File: config.mk
export PLATFORM = sky130hd
export DESIGN_NAME = spw_regs
export DESIGN_NICKNAME = d
export VERILOG_FILES = /design/src/rtl/spw_pkg.sv /design/src/rtl/spw_regs.sv
export SDC_FILE = /design/constraint.sdc
export NUM_CORES = 1
export LEC_CHECK = 0
export BUFFER_PORTS_ARGS = -buffer_cell sky130_fd_sc_hd__clkbuf_2
export CORE_MARGIN = 4
export CORE_UTILIZATION = 41
export DETAILED_ROUTE_END_ITERATION = 12
export GPL_TIMING_DRIVEN = 1
export MAX_ROUTING_LAYER = met4
export PLACE_DENSITY_LB_ADDON = 0.3
export SLEW_MARGIN = 20
export SYNTH_ARGS = -nofsm -noshare
export SYNTH_HDL_FRONTEND = slang
export SYNTH_SLANG_ARGS = --single-unit
export TNS_END_PERCENT = 50
File: constraint.sdc
create_clock -name i_sys_clk -period 1.55 [get_ports i_sys_clk]
set_input_delay 0.31 -clock i_sys_clk [delete_from_list [all_inputs] [get_ports i_sys_clk]]
set_output_delay 0.31 -clock i_sys_clk [all_outputs]
set_load 0.03 [all_outputs]
File: src/rtl/spw_pkg.sv
// Package of offsets, field layouts and constants for the protection bank
// Function
// - The source field holds the bus offset of the mode or chip select config register behind the latest violation.
// - Code bit value 1 is set when protection blocked a write to a protected register since the last status read.
// - Code bit value 2 is set on a software reset under protection, cleared by a status read or a mode, irq or select config write.
// - Code bit value 4 is set on a mode write while any select is active, or a select i config write while select i is active.
// - Coexisting conditions are reported as the sum of their values, from 3 up to 7.
// - Conditions accumulate between status reads and a status read clears them.
// - The capability register shows read-only presence flags for the optional features.
// - One flag says whether character length is configurable, and a field holds the fixed length when it is not.
// - Flags say whether phase and polarity are configurable, and companions give the fixed phase and polarity.
// - The lowest capability field gives the number of chip selects of this instance.
// - A read-only revision register holds a 12-bit version and a reserved field that steer nothing.
package spw_pkg;
    localparam int ADDR_W = 8;
    localparam int DATA_W = 32;
    localparam int NUM_CS = 4;

    localparam logic [7:0] OFS_PROT_CTRL = 8'he4;
    localparam logic [7:0] OFS_PROT_STAT = 8'he8;
    localparam logic [7:0] OFS_CAPS = 8'hf8;
    localparam logic [7:0] OFS_REV = 8'hfc;
    localparam logic [7:0] OFS_MODE = 8'h04;
    localparam logic [7:0] OFS_CSR_BASE = 8'h30;
    localparam logic [7:0] OFS_CSR_STEP = 8'h04;

    localparam logic [23:0] PROT_KEY = 24'h535049;
    localparam int PROT_KEY_LSB = 8;
    localparam int PROT_EN_BIT = 0;
    localparam logic PROT_EN_RESET = 1'b0;

    localparam logic [2:0] CODE_BLOCKED = 3'h1;
    localparam logic [2:0] CODE_SWRST = 3'h2;
    localparam logic [2:0] CODE_LIVECFG = 3'h4;
    localparam logic [2:0] CODE_ALL = 3'h7;
    localparam int STAT_SRC_LSB = 8;
    localparam logic [2:0] CODE_RESET = 3'h0;
    localparam logic [7:0] SRC_RESET = 8'h00;

    localparam logic [31:0] CAPS_RESET = 32'h001f0154;
    localparam int CAP_SPUR_BIT = 20;
    localparam int CAP_RXFIFO_BIT = 19;
    localparam int CAP_BRIDGE_BIT = 18;
    localparam int CAP_SELREL_BIT = 17;
    localparam int CAP_EXTERNAL_DECODER_PRESENT_BIT = 16;
    localparam int CAP_FIXLEN_LSB = 9;
    localparam int CAP_CHAR_LENGTH_CONFIGURABLE_BIT = 8;
    localparam int CAP_PHZERO_BIT = 7;
    localparam int CAP_PHASE_CONFIGURABLE_BIT = 6;
    localparam int CAP_POLPOS_BIT = 5;
    localparam int CAP_POLCONF_BIT = 4;
    localparam logic [3:0] CAP_CS_COUNT = 4'h4;

    // Arbitrary neutral values, not a real part's revision
    localparam logic [11:0] REV_VERSION = 12'h101;
    localparam logic [3:0] REV_RESERVED = 4'h0;
    localparam int REV_RES_LSB = 16;

    typedef struct packed {
        logic cyc;
        logic stb;
        logic we;
        logic [ADDR_W-1:0] adr;
        logic [3:0] sel;
        logic [DATA_W-1:0] dat;
    } spw_wb_req_s;

    typedef struct packed {
        logic ack;
        logic [DATA_W-1:0] dat;
    } spw_wb_rsp_s;

    typedef struct packed {
        logic mode_wr;
        logic [NUM_CS-1:0] csr_wr;
        logic irq_en_wr;
        logic irq_dis_wr;
        logic sw_reset;
        logic [NUM_CS-1:0] cs_active;
    } spw_evt_s;
endpackage : spw_pkg

File: src/rtl/spw_regs.sv
// Protection status, capability and revision registers on classic Wishbone
//
// Implementation choice: the Wishbone slave port.
`timescale 1ns/10ps
`default_nettype none
module spw_regs
    import spw_pkg::*;
(
    // Clock, reset, enable
    input wire logic i_sys_clk,
    input wire logic i_rst_b,
    input wire logic i_clk_en,
    // Register bus
    input wire spw_wb_req_s i_wb,
    output spw_wb_rsp_s o_wb,
    // Events from the transfer logic, same clock
    input wire spw_evt_s i_evt,
    // Protection state to the transfer logic
    output logic o_protect_en
);
    logic rst_meta_reg;
    logic rst_sync_reg;
    logic rst_n;

    logic ack_reg;
    logic ack_next;
    logic [DATA_W-1:0] rdat_reg;
    logic [DATA_W-1:0] rdat_next;
    logic prot_en_reg;
    logic prot_en_next;
    logic [2:0] code_reg;
    logic [2:0] code_next;
    logic [7:0] src_reg;
    logic [7:0] src_next;

    logic access;
    logic wr;
    logic rd;
    logic prot_wr;
    logic stat_rd;
    logic cfg_wr;
    logic unlock_wr;
    logic blocked;
    logic swrst_hit;
    logic live;
    logic [2:0] keep;
    logic [7:0] cfg_ofs;
    logic [7:0] csr_ofs [NUM_CS];
    logic [31:0] caps_word;
    logic [31:0] rev_word;

    // Release of reset through two stages; assertion stays asynchronous
    always_ff @(posedge i_sys_clk or negedge i_rst_b) begin
        if (!i_rst_b) begin
            rst_meta_reg <= 1'b0;
            rst_sync_reg <= 1'b0;
        end else if (i_clk_en) begin
            rst_meta_reg <= 1'b1;
            rst_sync_reg <= rst_meta_reg;
        end
    end
    assign rst_n = rst_sync_reg;

    // Holding off while ack is high drops ack the cycle after it was given
    assign access = i_wb.cyc & i_wb.stb & ~ack_reg;
    assign wr = access & i_wb.we;
    assign rd = access & ~i_wb.we;
    assign unlock_wr = (i_wb.dat[DATA_W-1:PROT_KEY_LSB] == PROT_KEY);
    assign prot_wr = wr & (i_wb.adr == OFS_PROT_CTRL) & (&i_wb.sel)
        & unlock_wr;
    assign stat_rd = rd & (i_wb.adr == OFS_PROT_STAT);

    generate
        for (genvar g = 0; g < NUM_CS; g++) begin : g_csr_ofs
            assign csr_ofs[g] = OFS_CSR_BASE + 8'(g * OFS_CSR_STEP);
        end
    endgenerate

    // Mode register wins the source field, then the lowest select
    always_comb begin
        cfg_ofs = SRC_RESET;
        for (int i = NUM_CS - 1; i >= 0; i--) begin
            if (i_evt.csr_wr[i]) begin
                cfg_ofs = csr_ofs[i];
            end
        end
        if (i_evt.mode_wr) begin
            cfg_ofs = OFS_MODE;
        end
    end

    assign cfg_wr = i_evt.mode_wr | (|i_evt.csr_wr);
    assign blocked = prot_en_reg & cfg_wr;
    assign swrst_hit = prot_en_reg & i_evt.sw_reset;
    assign live = (i_evt.mode_wr & (|i_evt.cs_active))
        | (|(i_evt.csr_wr & i_evt.cs_active));

    assign caps_word = {11'h000,
        CAPS_RESET[CAP_SPUR_BIT:CAP_EXTERNAL_DECODER_PRESENT_BIT],
        CAPS_RESET[15:CAP_FIXLEN_LSB],
        CAPS_RESET[CAP_CHAR_LENGTH_CONFIGURABLE_BIT],
        CAPS_RESET[CAP_PHZERO_BIT:CAP_POLCONF_BIT],
        CAP_CS_COUNT};
    assign rev_word = {12'h000, REV_RESERVED, 4'h0, REV_VERSION};

    // Status accumulation; a fresh event beats the clear of a read
    always_comb begin
        keep = stat_rd ? CODE_RESET : code_reg;
        code_next[0] = blocked | keep[0];
        code_next[1] = swrst_hit | (keep[1]
            & ~(cfg_wr | i_evt.irq_en_wr | i_evt.irq_dis_wr));
        code_next[2] = live | keep[2];
        src_next = stat_rd ? SRC_RESET : src_reg;
        if (blocked | live) begin
            src_next = cfg_ofs;
        end
        prot_en_next = prot_wr ? i_wb.dat[PROT_EN_BIT] : prot_en_reg;
    end

    // Bus answer; unmapped offsets and writes read back zero
    always_comb begin
        ack_next = access;
        rdat_next = '0;
        if (rd) begin
            case (i_wb.adr)
                OFS_PROT_CTRL: rdat_next = {31'h0, prot_en_reg};
                OFS_PROT_STAT: rdat_next = {16'h0, src_reg, 5'h00, code_reg};
                OFS_CAPS: rdat_next = caps_word;
                OFS_REV: rdat_next = rev_word;
                default: rdat_next = '0;
            endcase
        end
    end

    always_ff @(posedge i_sys_clk or negedge rst_n) begin
        if (!rst_n) begin
            ack_reg <= 1'b0;
            rdat_reg <= '0;
            prot_en_reg <= PROT_EN_RESET;
            code_reg <= CODE_RESET;
            src_reg <= SRC_RESET;
        end else if (i_clk_en) begin
            ack_reg <= ack_next;
            rdat_reg <= rdat_next;
            prot_en_reg <= prot_en_next;
            code_reg <= code_next;
            src_reg <= src_next;
        end
    end

    assign o_wb.ack = ack_reg;
    assign o_wb.dat = rdat_reg;
    assign o_protect_en = prot_en_reg;
endmodule : spw_regs
`default_nettype wire

==> impl_metrics.csv, run 1 <==
group,metric,value,unit
floorplanning,die-width,61.3,um
placed_design,dp_cells,213,
logic_synthesis,syn_area_per_cell,10.6,sq um
timing,tns,-0.0300,ns
power,power_density,642,nW/um^2
final_layout,final_nets,251,
setup_path,slowest_stage,"dfrtp_1",
timing,grt_setup_unrepaired,"true",
outcome,status,"finished with violations",
logic_synthesis,synth_area_leaders,"dfrtp_1 39%, buf_4 16%, a22o_1 5.3%",
clock_network,htree_num_levels,1,
clock_network,cts-root-buf,"clkbuf_4",
final_layout,area_growth,34.2,%
setup_path,r2r_slack,-0.03,ns
final_layout,largest_reg_flops,8,
route,drtIter0Drc,9,
route,route.detailed.drc,0,
route,drtAntennaViolNets,0,
logic_synthesis,yosys.area.top_type_share,38.7,%
setup_path,crit_path_end_kind,"flop",
logic_synthesis,synthArstFlopShare,100,%
setup_path,reg2reg_to,"o_protect_en$_DFFE_PN0P_",
setup_path,cpPeakStageDelay,0.40,ns
clock_network,cts_buffer_depth,2,
floorplanning,pin_count,96,
outcome,violations,"negative setup slack",
final_layout,final_common_cell,"clkbuf_2",
power,peakVddDrop,0.000543,V
setup_path,crit_family,"simple AND/OR/NAND/NOR gates",
clock_network,cts_buffers,3,
timing,finalMaxSlewViolations,0,
grt,grt_pass1_wl,4210,um
flow_run,max_cap_viol_count,0,
setup_path,crit_chain,"nand4b_4 -> or3_1 -> nor4_2 -> mux2_1",
power,p_leak,0.839,nW
setup_path,crit_arrival,1.76,ns
clock_network,clock-sinks,18,
grt,grt_max_degree,17,
clock_network,cts_tree,"built",
logic_synthesis,netlist_area,1160,sq um
floorplanning,fp.dieArea,3750,sq um
final_layout,num_antenna_cells,0,
logic_synthesis,synth_edf_count,0,
logic_synthesis,ys_ff_latch,18,
setup_path,r2r_cells,4,
floorplanning,die_h,61.3,um
logic_synthesis,synth_warnings,0,
timing,setup_viol,1,
floorplanning,core_area,2730,sq um
setup_path,cp.required,1.73,ns
clock_network,clkTransAtPathRegs,0.10,ns
route,vias_per_cell,4.84,
grt,grt_antenna_before_repair,0,
setup_path,crit_type,"flop to flop",
grt,grt-ovfl-total,0,
logic_synthesis,ys_types,41,
final_layout,layout-drive-gt1-share,52.1,%
placed_design,place.gp.congestion,0.754,
timing,hold_viol_final,0,
grt,grt_pass1_vias,998,
placed_design,portBuffers,71,
route,wire_per_inst,12.9,um
route,num_vias,1061,
logic_synthesis,synth_ff_type,"dfrtp_1",
timing,max_freq,633,MHz
setup_path,cp.buffers_inverters,0,
clock_network,clock_latency,0.29,ns
worst_hold_path,hold_class,"flop to async pin",
timing,period_minus_slack,1.58,ns
route,dr.pass1.iters,3,
placed_design,place_hpwl,2470,um
logic_synthesis,synth_cells,110,
route,wirelength,2820,um
logic_synthesis,ys_seq_area_share,38.7,%
setup_path,reg2reg_from,"ack_reg$_DFFE_PN0P_",
floorplanning,fp-row-count,19,
floorplanning,initial_core_util,42.6,%
final_layout,final_cells,219,
setup_path,cp-start-kind,"flop",
setup_path,path_max_fanout,3,
timing,fin_ws,-0.0300,ns
timing,period_share,102,%
final_layout,layout_common_cells,"71 x clkbuf_2, 18 x dfrtp_1, 17 x conb_1",
timing,fin_skew,0.00132,ns
grt,grt_usage,15.3,%
setup_path,critPathLaunch,"ack_reg$_DFFE_PN0P_",
logic_synthesis,synth_largest_area_cell,"dfrtp_1",
==> cell usage after synthesis (2+ instances only) <==
master,n
nor3_1,2
buf_4,25
nor4b_1,3
dfrtp_1,18
a32o_1,2
a21boi_0,3
nand4_1,3
o2bb2ai_1,2
nor2b_1,2
nor3b_1,2
nand2_1,2
mux2_2,3
inv_1,3
a31o_2,2
a22o_1,7
a22oi_1,2
o21ai_0,2
nor4bb_1,2
nor2_1,3
==> per-stage QoR <==
step | setup WS [ns] | power [mW] | instance area [sq um] | hold WS (ns) | utilization [%]
after floorplan | -0.0122 | 0.646 | 1220 | 0.0144 | -
after global placement | -0.0885 | 0.710 | 1500 | 0.0949 | 54.9
after detailed placement | -0.123 | 0.716 | 1500 | 0.103 | 54.9
after CTS | -0.0476 | 1.01 | 1560 | 0.230 | 56.9
after global routing | -0.0843 | 1.06 | 1560 | 0.230 | 57.1
final | -0.0300 | 1.00 | 1560 | 0.218 | 57.1
==> layer usage <==
layer / up-vias / GRT usage [%] / wire (um)
met5: - / - / 0
met4: 0 / 4.95 / 38
met1: 499 / 18.2 / 1040
li1: 525 / - / -
met3: 4 / 3.77 / 162
met2: 33 / 25.2 / 1580
==> area by class of cell <==
| cell class | count | area [sq um] |
|---|---|---|
| flip-flops and latches | 18 | 450 |
| well taps | 31 | 38.8 |
| clock buffers | 4 | 36.3 |
| multi-input cells | 78 | 566 |
| fillers | 245 | 1170 |
| inverters | 4 | 15.0 |
| repair buffers | 84 | 455 |
==> power breakdown <==
part / switching, mW / leakage (nW) / internal [mW]
registers: 0.00622 / 0.228 / 0.481
clock network: 0.144 / 0.0210 / 0.143
logic: 0.126 / 0.591 / 0.103
==> worst max-delay path by stage <==
stage                                    end  slack (ns)  depth (start not counted)
finish              o_protect_en$_DFFE_PN0P_       -0.03                          4
global route        o_protect_en$_DFFE_PN0P_       -0.08                          4
CTS                 o_protect_en$_DFFE_PN0P_       -0.05                          4
detailed placement    src_reg[3]$_DFFE_PN0P_       -0.12                          6
global placement      src_reg[3]$_DFFE_PN0P_       -0.09                          6
floorplan             src_reg[2]$_DFFE_PN0P_       -0.01                          4
==> kinds of logic after synthesis <==
| group | count (synthesis) | synth area share (%) |
|---|---|---|
| other | 1 | 0.322 |
| DFF | 18 | 38.7 |
| buffers and inverters | 30 | 18.4 |
| muxes | 4 | 3.87 |
| and+or+nand+nor | 31 | 20.9 |
| AOI/OAI and AO/OA | 26 | 17.9 |
==> timing repair <==
action / 4_1_cts / 5_1_grt
pin swaps: 0 / 4
setup endpoints to repair: 1 / 7
setup buffers: 1 / 0
hold endpoints to repair: 2 / 0
hold buffers: 1 / 0
resized for setup: 0 / 4
(Power assumes the default switching activity.)
==> inputs of run 2 (changes only) <==
--- a/config.mk
+++ b/config.mk
@@ -12,6 +12,7 @@
 export GPL_TIMING_DRIVEN = 1
 export MAX_ROUTING_LAYER = met4
 export PLACE_DENSITY_LB_ADDON = 0.3
+export SETUP_SLACK_MARGIN = 0.2
 export SLEW_MARGIN = 20
 export SYNTH_ARGS = -nofsm -noshare
 export SYNTH_HDL_FRONTEND = slang
==> impl_metrics.csv, run 2 (synthesis results as in run 1) <==
group,metric,value,unit
final_layout,layout-drive-gt1-share,55.3,%
grt,grt-ovfl-total,0,
timing,fin_ws,-0.0129,ns
timing,grt_setup_unrepaired,"true",
floorplanning,die-width,61.3,um
outcome,violations,"negative setup slack",
timing,hold_viol_final,0,
route,drtIter0Drc,13,
final_layout,num_antenna_cells,0,
flow_run,max_cap_viol_count,0,
setup_path,cp.required,1.73,ns
power,power_density,625,nW/um^2
floorplanning,pin_count,96,
timing,period_minus_slack,1.56,ns
route,route.detailed.drc,0,
timing,finalMaxSlewViolations,0,
route,vias_per_cell,4.87,
floorplanning,fp.dieArea,3750,sq um
placed_design,place.gp.congestion,0.763,
route,num_vias,1066,
placed_design,place_hpwl,2450,um
final_layout,final_nets,251,
route,drtAntennaViolNets,0,
timing,period_share,101,%
clock_network,clock-sinks,18,
final_layout,fin_util,59.1,%
grt,grt_pass1_vias,963,
timing,setup_viol,1,
setup_path,path_max_fanout,3,
final_layout,layout_common_cells,"71 x clkbuf_2, 18 x dfrtp_1, 17 x conb_1",
clock_network,clkTransAtPathRegs,0.10,ns
floorplanning,die_h,61.3,um
clock_network,clock_latency,0.29,ns
timing,max_freq,640,MHz
route,wire_per_inst,13.2,um
power,p_leak,0.877,nW
power,peakVddDrop,0.000628,V
final_layout,final_common_cell,"clkbuf_2",
grt,grt_max_degree,17,
outcome,status,"finished with violations",
route,dr.pass1.iters,4,
clock_network,cts_tree,"built",
route,wirelength,2890,um
setup_path,crit_type,"flop to flop",
clock_network,htree_num_levels,1,
placed_design,portBuffers,71,
clock_network,cts_buffers,3,
timing,fin_skew,0.00350,ns
setup_path,crit_arrival,1.74,ns
worst_hold_path,hold_class,"flop to async pin",
floorplanning,fp-row-count,19,
grt,grt_antenna_before_repair,0,
floorplanning,initial_core_util,42.6,%
setup_path,cp-start-kind,"flop",
floorplanning,core_area,2730,sq um
setup_path,crit_path_end_kind,"flop",
final_layout,largest_reg_flops,8,
grt,grt_usage,15.0,%
grt,grt_pass1_wl,4150,um
clock_network,cts_buffer_depth,2,
clock_network,cts-root-buf,"clkbuf_4",
placed_design,dp_worst_setup_slack,-0.139,ns
final_layout,area_growth,38.8,%
[run 2: critical path: stages (launching register included)]
cell,delay [ns]
dfrtp_1,0.41
nand4b_4,0.19
or3_4,0.38
nor4_4,0.14
mux2_1,0.34
[run 2: layout make-up]
type	count	area, sq um
Fill cell	228	1120
Multi-Input combinational cell	78	616
Timing Repair Buffer	84	459
Sequential cell	18	450
Tap cell	31	38.8
Clock buffer	4	36.3
Inverter	4	15.0
[run 2: worst paths after layout]
check	startpoint	to	slack (ns)	cells after the start
min in group i_sys_clk	i_wb[0]	o_protect_en$_DFFE_PN0P_	0.23	2
setup / recovery	ack_reg$_DFFE_PN0P_	o_protect_en$_DFFE_PN0P_	-0.01	4
hold / removal	rst_n$_DFFE_PN0P_	src_reg[3]$_DFFE_PN0P_	0.21	1
setup reg to reg	ack_reg$_DFFE_PN0P_	o_protect_en$_DFFE_PN0P_	-0.01	4
max in group asynchronous	i_rst_b	rst_meta_reg$_DFFE_PN0P_	1.14	2
hold reg to reg	rst_n$_DFFE_PN0P_	src_reg[3]$_DFFE_PN0P_	0.21	1
[run 2: where the power goes]
| group | switching, mW | internal (mW) |
|---|---|---|
| registers | 0.00863 | 0.481 |
| logic | 0.131 | 0.107 |
| clock network | 0.137 | 0.143 |
| total | 0.277 | 0.732 |
[run 2: per-layer routing]
layer | global-route usage, % | share of wire, % | vias up
met5 | - | 0 | -
met4 | 3.10 | 1.5 | 0
met3 | 4.40 | 6.1 | 4
met2 | 24.2 | 54 | 40
met1 | 18.7 | 39 | 492
li1 | - | - | 530
[run 2: per-stage QoR]
step                setup TNS [ns]  instances  area [sq um]  power (mW)  hold slack (ns)
floorplan                        0        126          1240       0.652           0.0144
global placement            -0.102        212          1510       0.715           0.0947
detailed placement          -0.233        212          1510       0.724           0.0972
CTS                        -0.0295        218          1580        1.02            0.217
global route                -0.379        219          1620        1.07            0.208
finish                     -0.0129        219          1620        1.01            0.206
[run 2: timing repair]
action | 4_1_cts | 5_1_grt
gates resized for setup | 5 | 5
setup buffers | 1 | 1
hold endpoints to repair | 2 | 0
pin swaps | 12 | 6
gates cloned | 0 | 0
setup endpoints to repair | 14 | 23
hold buffers | 1 | 0
